<file path="config.mk">
export PLATFORM = sky130hd
export DESIGN_NAME = pwdt_top
export DESIGN_NICKNAME = d
export VERILOG_FILES = /design/src/inc/pwdt_pkg.sv /design/src/pwdt_top.sv
export SDC_FILE = /design/constraint.sdc
export NUM_CORES = 1
export LEC_CHECK = 0
export CAP_MARGIN = 10
export CORE_MARGIN = 2
export CORE_UTILIZATION = 45
export CTS_CLUSTER_DIAMETER = 40
export DETAILED_ROUTE_END_ITERATION = 16
export DONT_BUFFER_PORTS = 1
export PLACE_DENSITY = 0.66
export SLEW_MARGIN = 20
export SYNTH_ARGS = -nofsm -noshare
export SYNTH_HDL_FRONTEND = slang
export SYNTH_SLANG_ARGS = --single-unit
</file>
<file path="constraint.sdc">
create_clock -name ref_clk -period 2.8 [get_ports ref_clk]
set_clock_uncertainty 0.05 [all_clocks]
set_input_delay 0 -clock ref_clk [delete_from_list [all_inputs] [get_ports ref_clk]]
set_output_delay 0 -clock ref_clk [all_outputs]
set_load 0.01 [all_outputs]
</file>
<file path="src/inc/pwdt_pkg.sv">
// Shared constants and types for the protected watchdog timer.
package pwdt_pkg;

  // ----------------------------------------
  // Register map: word indices, byte address = 4 * index
  // ----------------------------------------
  localparam int ADDR_W = 18;
  localparam logic [15:0] IDX_CTL = 16'hffbe;
  localparam logic [15:0] IDX_CNT = 16'hffbf;
  localparam logic [15:0] IDX_ISTS = 16'hffb0;
  localparam logic [15:0] IDX_IEN = 16'hffb1;
  localparam logic [15:0] IDX_ICLR = 16'hffb2;

  // ----------------------------------------
  // Control/status field positions and reset values
  // ----------------------------------------
  localparam int BIT_FLAG = 0;
  localparam int BIT_FLAG_WI = 1;
  localparam int BIT_RUN = 2;
  localparam int BIT_RUN_WI = 3;
  localparam int BIT_CTLWE = 4;
  localparam int BIT_CTLWE_WI = 5;
  localparam int BIT_CWE = 6;
  localparam int BIT_CWE_WI = 7;
  localparam logic [7:0] CTL_RST = 8'haa;
  localparam logic [7:0] CNT_RST = 8'h00;
  localparam logic [7:0] CNT_MAX = 8'hff;

  // ----------------------------------------
  // Interrupt event bits
  // ----------------------------------------
  localparam int EV_W = 2;
  localparam int EV_OVF = 0;
  localparam int EV_REL = 1;

  // ----------------------------------------
  // Timing counts
  // ----------------------------------------
  localparam int PRESC_DIV = 8192;
  localparam int IRESET_OSC_CYC = 512;
  localparam logic [8:0] OSC_LAST = 9'(IRESET_OSC_CYC - 1);

  // ----------------------------------------
  // Power modes and internal reset sequencer states
  // ----------------------------------------
  typedef enum logic [2:0] {
    PM_ACTIVE = 3'h0, PM_SLEEP = 3'h1, PM_WATCH = 3'h2,
    PM_SUBACTIVE = 3'h3, PM_SUBSLEEP = 3'h4, PM_STANDBY = 3'h5
  } pwdt_mode_t;
  typedef enum logic [1:0] {ST_NORMAL = 2'h0, ST_IRESET = 2'h1} pwdt_state_t;

endpackage

</file>
<file path="src/pwdt_top.sv">
// Protected watchdog timer with APB register access and chip reset output.
//
// Decided for this implementation: the APB register port.
`timescale 1ns/1ps
// How it works
// - 8-bit counter advances per divide-by-8192 tick
// - Rollover FF to 00 requests reset, sets flag
// - Internal reset lasts exactly 512 oscillator cycles
// - Overflow reset goes chip-wide, clears watchdog except flag and interrupts
// - Counter write loads value, counting continues upward
// - Counter writes need counter write enable set
// - Odd inhibit bits read one, never store
// - Bit 6 changes only with bit 7 zero
// - Bit 4 changes only with bit 5 zero
// - Run bit needs enable plus inhibit zero
// - Run bit starts, stops counting; reset clears
// - Flag cleared by pin or guarded zero write
// - Reset gives counter 00 and control aa
// - Counting only in active and sleep modes
module pwdt_top
  import pwdt_pkg::*;
#(
  parameter int PRESC = PRESC_DIV
)
(
  // Clock and external reset pin.
  input wire logic ref_clk,
  input wire logic rst,
  // APB slave.
  input wire logic psel,
  input wire logic penable,
  input wire logic pwrite,
  input wire logic [ADDR_W-1:0] paddr,
  input wire logic [31:0] pwdata,
  output logic pready,
  output logic [31:0] prdata,
  output logic pslverr,
  // Chip context.
  input wire logic [2:0] pwr_mode,
  input wire logic oscillator_clock,
  // Outputs.
  output logic chip_reset,
  output logic irq
);

  // ----------------------------------------
  // Helper functions
  // ----------------------------------------

  // Exact match of a byte address against a register word index.
  function automatic logic hit(input logic [ADDR_W-1:0] a, input logic [15:0] idx);
    return a == {idx, 2'b00};
  endfunction

  // ----------------------------------------
  // State
  // ----------------------------------------
  logic pready_r;
  logic [31:0] prdata_r;
  logic pslverr_r;
  logic [12:0] presc_r;
  logic [7:0] cnt_r;
  logic cwe_r;
  logic ctlwe_r;
  logic run_r;
  logic flag_r;
  pwdt_state_t state_r;
  logic [8:0] osc_cnt_r;
  logic osc_s1_r;
  logic osc_s2_r;
  logic osc_prev_r;
  logic chip_reset_r;
  logic [EV_W-1:0] ists_r;
  logic [EV_W-1:0] ien_r;
  logic irq_r;

  // ----------------------------------------
  // APB decode
  // ----------------------------------------

  // The answer comes one cycle into the access phase so that pready is a flop.
  wire req = psel & penable & ~pready_r;
  wire acc = psel & penable & pready_r;
  wire wr = acc & pwrite;
  wire [7:0] d = pwdata[7:0];
  wire hit_ctl = hit(paddr, IDX_CTL);
  wire hit_cnt = hit(paddr, IDX_CNT);
  wire hit_ists = hit(paddr, IDX_ISTS);
  wire hit_ien = hit(paddr, IDX_IEN);
  wire hit_iclr = hit(paddr, IDX_ICLR);
  wire mapped = hit_ctl | hit_cnt | hit_ists | hit_ien | hit_iclr;
  wire wr_ctl = wr & hit_ctl;
  wire wr_cnt = wr & hit_cnt;
  wire wr_ien = wr & hit_ien;
  wire wr_iclr = wr & hit_iclr;

  // Inhibit companions are constant ones on read.
  wire [7:0] ctl_rd = {1'b1, cwe_r, 1'b1, ctlwe_r, 1'b1, run_r, 1'b1, flag_r};
  wire [31:0] rd_mux = hit_ctl ? {24'h000000, ctl_rd} :
                       hit_cnt ? {24'h000000, cnt_r} :
                       hit_ists ? {30'h00000000, ists_r} :
                       hit_ien ? {30'h00000000, ien_r} : 32'h00000000;

  // ----------------------------------------
  // Prescaler and count enable
  // ----------------------------------------
  wire in_ireset = state_r == ST_IRESET;
  wire tick = presc_r == 13'(PRESC - 1);
  wire [12:0] presc_nxt = (in_ireset | tick) ? 13'h0000 : presc_r + 13'h0001;
  wire mode_runs = (pwr_mode == PM_ACTIVE) | (pwr_mode == PM_SLEEP);
  wire cnt_en = tick & run_r & mode_runs;
  wire cnt_wr = wr_cnt & cwe_r;
  // A write in the same cycle as a tick wins, so a reload never overflows.
  wire ovf = cnt_en & ~cnt_wr & (cnt_r == CNT_MAX);

  // ----------------------------------------
  // Oscillator edge detect and reset sequencer
  // ----------------------------------------
  wire osc_rise = osc_s2_r & ~osc_prev_r;
  wire rel = in_ireset & osc_rise & (osc_cnt_r == OSC_LAST);
  wire [8:0] osc_cnt_nxt = !in_ireset ? 9'h000 : osc_rise ? osc_cnt_r + 9'h001 : osc_cnt_r;
  pwdt_state_t state_nxt;
  always_comb
  begin
    state_nxt = state_r;
    case (state_r)
      ST_NORMAL:
      begin
        if (ovf)
          state_nxt = ST_IRESET;
      end
      ST_IRESET:
      begin
        if (rel)
          state_nxt = ST_NORMAL;
      end
      default:
        state_nxt = ST_NORMAL;
    endcase
  end

  // ----------------------------------------
  // Protected register next values
  // ----------------------------------------

  // The internal reset clears the prescaler, counter and control bits except the flag, which records it.
  wire cwe_nxt = in_ireset ? 1'b0 : (wr_ctl & ~d[BIT_CWE_WI]) ? d[BIT_CWE] : cwe_r;
  wire ctlwe_nxt = in_ireset ? 1'b0 : (wr_ctl & ~d[BIT_CTLWE_WI]) ? d[BIT_CTLWE] : ctlwe_r;
  wire run_wr = wr_ctl & ctlwe_r & ~d[BIT_RUN_WI];
  wire run_nxt = in_ireset ? 1'b0 : run_wr ? d[BIT_RUN] : run_r;
  wire flag_clr = wr_ctl & ctlwe_r & ~d[BIT_FLAG_WI] & ~d[BIT_FLAG];
  wire flag_nxt = ovf ? 1'b1 : flag_clr ? 1'b0 : flag_r;
  wire [7:0] cnt_nxt = in_ireset ? CNT_RST : cnt_wr ? d : cnt_en ? cnt_r + 8'h01 : cnt_r;

  // ----------------------------------------
  // Interrupt next values
  // ----------------------------------------

  // A new event beats a clear written in the same cycle.
  wire [EV_W-1:0] ev = {rel, ovf};
  wire [EV_W-1:0] iclr = wr_iclr ? d[EV_W-1:0] : 2'b00;
  wire [EV_W-1:0] ists_nxt = ev | (ists_r & ~iclr);
  wire [EV_W-1:0] ien_nxt = wr_ien ? d[EV_W-1:0] : ien_r;

  // ----------------------------------------
  // Bus answer flops
  // ----------------------------------------
  always_ff @(posedge ref_clk)
  begin
    if (rst)
    begin
      pready_r <= 1'b0;
      prdata_r <= 32'h00000000;
      pslverr_r <= 1'b0;
    end
    else
    begin
      pready_r <= req;
      prdata_r <= (req & ~pwrite) ? rd_mux : 32'h00000000;
      pslverr_r <= req & ~mapped;
    end
  end

  // ----------------------------------------
  // Watchdog registers
  // ----------------------------------------

  // The external reset pin is the only thing that clears the flag outright.
  always_ff @(posedge ref_clk)
  begin
    if (rst)
    begin
      presc_r <= 13'h0000;
      cnt_r <= CNT_RST;
      cwe_r <= CTL_RST[BIT_CWE];
      ctlwe_r <= CTL_RST[BIT_CTLWE];
      run_r <= CTL_RST[BIT_RUN];
      flag_r <= CTL_RST[BIT_FLAG];
    end
    else
    begin
      presc_r <= presc_nxt;
      cnt_r <= cnt_nxt;
      cwe_r <= cwe_nxt;
      ctlwe_r <= ctlwe_nxt;
      run_r <= run_nxt;
      flag_r <= flag_nxt;
    end
  end

  // ----------------------------------------
  // Reset sequencer flops
  // ----------------------------------------

  // The oscillator input is resynchronised; only the second stage feeds the edge detect.
  always_ff @(posedge ref_clk)
  begin
    if (rst)
    begin
      state_r <= ST_NORMAL;
      osc_cnt_r <= 9'h000;
      osc_s1_r <= 1'b0;
      osc_s2_r <= 1'b0;
      osc_prev_r <= 1'b0;
      chip_reset_r <= 1'b0;
    end
    else
    begin
      state_r <= state_nxt;
      osc_cnt_r <= osc_cnt_nxt;
      osc_s1_r <= oscillator_clock;
      osc_s2_r <= osc_s1_r;
      osc_prev_r <= osc_s2_r;
      chip_reset_r <= state_nxt == ST_IRESET;
    end
  end

  // ----------------------------------------
  // Interrupt flops
  // ----------------------------------------

  // These survive the internal reset so software can see why it restarted.
  always_ff @(posedge ref_clk)
  begin
    if (rst)
    begin
      ists_r <= 2'b00;
      ien_r <= 2'b00;
      irq_r <= 1'b0;
    end
    else
    begin
      ists_r <= ists_nxt;
      ien_r <= ien_nxt;
      irq_r <= |(ists_nxt & ien_nxt);
    end
  end

  assign pready = pready_r;
  assign prdata = prdata_r;
  assign pslverr = pslverr_r;
  assign chip_reset = chip_reset_r;
  assign irq = irq_r;

  // ----------------------------------------
  // Checks
  // ----------------------------------------

  // Counts oscillator rises seen while the chip reset is out.
  logic [9:0] hlp_rises_r;
  always_ff @(posedge ref_clk)
  begin
    if (rst || !chip_reset_r)
      hlp_rises_r <= 10'h000;
    else
      hlp_rises_r <= hlp_rises_r + {9'h000, osc_rise};
  end

  cnt_advance_a: assert property (@(posedge ref_clk) disable iff (rst)
    cnt_en && !cnt_wr && cnt_r != CNT_MAX && !in_ireset |=> cnt_r == $past(cnt_r) + 8'h01)
    else $error("counter did not advance on tick");

  ovf_reset_a: assert property (@(posedge ref_clk) disable iff (rst)
    ovf |=> flag_r && chip_reset_r && cnt_r == CNT_RST)
    else $error("overflow did not raise reset and flag");

  ireset_len_a: assert property (@(posedge ref_clk) disable iff (rst)
    $fell(chip_reset_r) |-> hlp_rises_r == 10'(IRESET_OSC_CYC))
    else $error("internal reset length wrong");

  ireset_clr_a: assert property (@(posedge ref_clk) disable iff (rst)
    chip_reset_r |=> !run_r && !cwe_r && !ctlwe_r && cnt_r == CNT_RST)
    else $error("internal reset left block state");

  cnt_load_a: assert property (@(posedge ref_clk) disable iff (rst)
    cnt_wr && !in_ireset |=> cnt_r == $past(pwdata[7:0]))
    else $error("counter write not loaded");

  cnt_lock_a: assert property (@(posedge ref_clk) disable iff (rst)
    wr_cnt && !cwe_r && !cnt_en && !in_ireset |=> $stable(cnt_r))
    else $error("locked counter changed");

  inhibit_read_a: assert property (@(posedge ref_clk) disable iff (rst)
    req && !pwrite && hit_ctl |=> (prdata_r[7:0] & 8'haa) == 8'haa)
    else $error("inhibit bits not read as one");

  cwe_guard_a: assert property (@(posedge ref_clk) disable iff (rst)
    wr_ctl && d[BIT_CWE_WI] && !in_ireset |=> $stable(cwe_r))
    else $error("counter write enable changed while inhibited");

  ctlwe_guard_a: assert property (@(posedge ref_clk) disable iff (rst)
    wr_ctl && !ctlwe_r && !in_ireset && !ovf |=> $stable(run_r) && $stable(flag_r))
    else $error("protected bits changed without enable");

  run_set_a: assert property (@(posedge ref_clk) disable iff (rst)
    wr_ctl && ctlwe_r && !d[BIT_RUN_WI] && !in_ireset |=> run_r == $past(d[BIT_RUN]))
    else $error("unlocked run write not taken");

  flag_clear_a: assert property (@(posedge ref_clk) disable iff (rst)
    flag_clr && !ovf |=> !flag_r)
    else $error("flag not cleared");

  reset_vals_a: assert property (@(posedge ref_clk)
    rst |=> ctl_rd == CTL_RST && cnt_r == CNT_RST && !chip_reset_r)
    else $error("reset values wrong");

  mode_halt_a: assert property (@(posedge ref_clk) disable iff (rst)
    !mode_runs && !wr_cnt && !in_ireset |=> $stable(cnt_r))
    else $error("counter moved in halted mode");

  ctlwe_lock_a: assert property (@(posedge ref_clk) disable iff (rst)
    wr_ctl && d[BIT_CTLWE_WI] && !in_ireset |=> $stable(ctlwe_r))
    else $error("control write enable changed while inhibited");

  run_hold_a: assert property (@(posedge ref_clk) disable iff (rst)
    !run_r && !cnt_wr && !in_ireset |=> $stable(cnt_r))
    else $error("counter moved while stopped");

  tick_space_a: assert property (@(posedge ref_clk) disable iff (rst || in_ireset)
    tick |=> !tick)
    else $error("prescaler tick wider than one cycle");

endmodule

</file>
==> results.md <==
* H-tree Lvls at 2
* Worst hold path class: input port to flop
* Yosys reg bits at 55
* Die width at 80.43 um
* Type of the worst setup path: flop to flop
* Slowest cell on the critical path: or4b_2
* Distinct cell type count after synthesis at 42
* Final WL at 5.171 mm
* First DRT Iteration DRCs at 69
* Post-synthesis compound-gate area fraction at 7.711%
* Worst setup EP type: flop
* Drt wl/cell at 13.12 um
* Crit-path cells: and3_1 -> nand3b_1 -> or4b_2 -> o21ai_0 -> a21oi_1 -> dlygate4sd3_1
* Main combinational cell family by area after synthesis: simple AND/OR/NAND/NOR gates
* Top_reg_cell synth: dfxtp_1
* Initial Util at 47.16%
* Reg2reg end: flag_r$_SDFFE_PP0P_
* Vias per cell at 5.188
* Yosys warning count at 0
* Critical Path Start: pready$_SDFF_PP0_
* Worst skew pair latency at 300 ps
* RSZ-0062 raised after global routing: false
* Final period util at 86.18%
* F_max at 414.4 MHz
* Status: complete, no violations
* Hold slack at 7.459 ps
* CP Launch Type: flop
* Final setup vio count at 0
* Vias after detailed routing at 2,044
* Detailed Routing Iterations Pass 1 at 4
* Sequential share of the synthesized area at 41.88%
* Hold Fails Final Rpt at 0
* Synth Area in XOR/XNOR at 7.663%
* Synth Area in Adders at 1.904%
* Synth async-reset ratio at 0%
* Chip height at 80.43 um
* Vias in the first global route at 1,840
* Slew @ Worst Pin at 708.3 ps
* Post-synth EDFFs at 0
* Max incr delay on CP at 640 ps
* Internal at 0.0009950 W
* Clock share of power at 32.4%
* Net Sw Frac at 22.57%
* Post-DP HPWL at 3.685 mm
* Total GRT Usage at 16.58%
* IO Pins at 95
* Final GP Congestion at 0.8352
* Clk root buf: clkbuf_8
* Mux share of post-synthesis cell area at 4.188%
* Final slew viol count at 0
* Worst-path maximum fanout at 4
* Reg2reg path depth at 6
* # diodes at 0
* Post-CTS Setup Inserts at 0
* Synthesized area at 2629 um2
* Reg2reg start: pready$_SDFF_PP0_
* Worst IR drop on VDD at 0.1940 mV
* R2R Setup Slk at 390 ps
* Initial antenna violation count at 0
* Sw power at 0.0002901 W
* Antenna viol nets, final at 0
* Pleak at 1.021 nW
* Cell Area, Placed at 2603 um2
* Core area at 5574 um2
* Power per cell area at 442.5 nW/um2
* Comb power frac at 5.8%
* Synth Area per Inst at 8.792 um2
* First-pass GRT wire length at 8.280 mm
* Total Die Area at 6469 um2
* Synthesized netlist cell count at 299
* Layout area overhead at 10.47%
* CTS tree: built
* Final TNS setup at 0 ps
* Simple-gate share of the synthesized area at 27.51%
* Design area at 2904 um2
* # clock sinks at 55
* Remaining routing DRC violations at 0
* Critical Path Sink: flag_r$_SDFFE_PP0P_
* Share of cells above drive strength 1 at 4.348%
* Remaining Overflow, GRT at 0
* Period minus WS final at 2413 ps
* Largest net degree at the start of global routing at 16
* WP data required at 2940 ps
* Critical Path AT at 2560 ps
* # port buffers at 0
* Clock buffer depth at 2
* Max cap viols at 0
* Final net count at 384
* Std-Cell Rows at 27
* Reg power frac at 61.9%
* Rel. slew slack at 52.39%
* Worst-path clk slew at 90 ps
* TritonCTS buffer count at 5
==> worst max-delay path, delay by kind of cell, from the launching register on <==
kind / cells / cell delay [ps]
buffers and inverters: 1 / 570
AND/OR/NAND/NOR: 3 / 1030
AO/OA/AOI/OAI: 2 / 250
flip-flops: 1 / 400
==> cells in the mapped netlist (2+ instances only) <==
| cell | count | share of area, % |
|---|---|---|
| nand2_1 | 21 | 3.0 |
| nor3_1 | 6 | 1.1 |
| and4b_1 | 2 | 0.76 |
| a211oi_1 | 5 | 1.4 |
| buf_4 | 24 | 6.9 |
| nor4_1 | 7 | 1.7 |
| nand4bb_1 | 2 | 0.86 |
| ha_1 | 4 | 1.9 |
| nand3_1 | 12 | 2.3 |
| inv_1 | 8 | 1.1 |
| xnor2_1 | 14 | 4.7 |
| nand4_1 | 11 | 2.6 |
| and3_1 | 6 | 1.4 |
| mux2i_1 | 11 | 4.2 |
| xor2_1 | 9 | 3.0 |
| nor2_1 | 40 | 5.7 |
| o21ai_0 | 9 | 1.7 |
| clkbuf_1 | 7 | 1.0 |
| nand4b_1 | 2 | 0.67 |
| nor2b_1 | 7 | 1.7 |
| or3_1 | 3 | 0.71 |
| a21oi_1 | 14 | 2.7 |
| nand2b_1 | 2 | 0.48 |
| dfxtp_1 | 55 | 42 |
==> repair_timing <==
action | CTS | global route
setup endpoints to repair | 0 | 0
resized for setup | 0 | 0
hold buffers | 22 | 0
hold endpoints to repair | 35 | 0
==> registers in the layout, indices dropped and copies added, names as in the netlist <==
name	count
presc_r	13
osc_cnt_r	9
cnt_r	8
prdata	8
ien_r	2
ists_r	2
state_r	2
chip_reset	1
ctlwe_r	1
cwe_r	1
flag_r	1
irq	1
osc_prev_r	1
osc_s1_r	1
osc_s2_r	1
pready	1
pslverr	1
run_r	1
==> cell type report <==
type	instances	area (um2)
Sequential cell	55	1101
Tap cell	72	90.09
Clock inverter	1	5.005
Clock buffer	7	76.32
Timing Repair Buffer	22	220.2
Multi-Input combinational cell	229	1381
Inverter	8	30.03
Fill cell	540	2670
==> logic make-up (layout without fill, tap and decap cells) <==
kind of cell,Yosys count,in the layout
fa+ha+maj,4,4
mux,11,11
xor+xnor,23,23
buf+inv,39,38
compound gates,34,34
simple gates,132,132
other cells,1,25
flops,55,55
==> per-stage QoR <==
| step | util, % | power, W | std cells | worst slack, ps |
|---|---|---|---|---|
| after floorplan | - | 0.0008826 | 323 | 713.6 |
| after global placement | 46.69 | 0.0008594 | 364 | 673.2 |
| after detailed placement | 46.69 | 0.0008596 | 364 | 664.5 |
| after CTS | 52.10 | 0.001301 | 394 | 395.2 |
| after global routing | 52.10 | 0.001342 | 394 | 227.9 |
| final | 52.10 | 0.001285 | 394 | 386.9 |
==> layer usage <==
| metal | track usage [%] | vias to the layer above | share of wire, % |
|---|---|---|---|
| li1 | - | 1038 | - |
| met1 | 19.33 | 930 | 44 |
| met2 | 29.00 | 69 | 48 |
| met3 | 3.820 | 7 | 6.2 |
| met4 | 6.949 | 0 | 1.8 |
| met5 | 0 | - | 0 |
==> how the worst min path moves through the flow <==
stage | from | endpoint | cells past startpoint
CTS | pwdata[3] | run_r$_SDFFE_PP0P_ | 4
global route | pwdata[3] | run_r$_SDFFE_PP0P_ | 4
detailed placement | rst | flag_r$_SDFFE_PP0P_ | 1
floorplan | pwrite | prdata[0]$_SDFF_PP0_ | 1
global placement | rst | flag_r$_SDFFE_PP0P_ | 1
finish | pwdata[3] | run_r$_SDFFE_PP0P_ | 4
==> power by group through the flow <==
stage	clock network, W	registers [W]	logic [W]
4_1_cts	0.000433	0.000795	0.0000738
5_1_grt	0.000463	0.000797	0.0000821
3_3_place_gp	0	0.000813	0.0000463
3_5_place_dp	0	0.000813	0.0000465
2_1_floorplan	0	0.000812	0.0000705
6_report	0.000416	0.000795	0.0000741
==> cells in the final DEF (no fill, tap or decap), types with 2 or more instances in the layout <==
| cell type | n |
|---|---|
| a211oi_1 | 5 |
| a21oi_1 | 14 |
| and3_1 | 6 |
| and4b_1 | 2 |
| clkbuf_1 | 2 |
| clkbuf_8 | 5 |
| conb_1 | 25 |
| dfxtp_1 | 55 |
| dlygate4sd3_1 | 22 |
| ha_1 | 4 |
| inv_1 | 8 |
| mux2i_1 | 11 |
| nand2_1 | 21 |
| nand2b_1 | 2 |
| nand3_1 | 12 |
| nand4_1 | 11 |
| nand4b_1 | 2 |
| nand4bb_1 | 2 |
| nor2_1 | 40 |
| nor2b_1 | 7 |
| nor3_1 | 6 |
| nor4_1 | 7 |
| o21ai_0 | 9 |
| or3_1 | 3 |
| xnor2_1 | 14 |
| xor2_1 | 9 |
(Power assumes the default switching activity.)
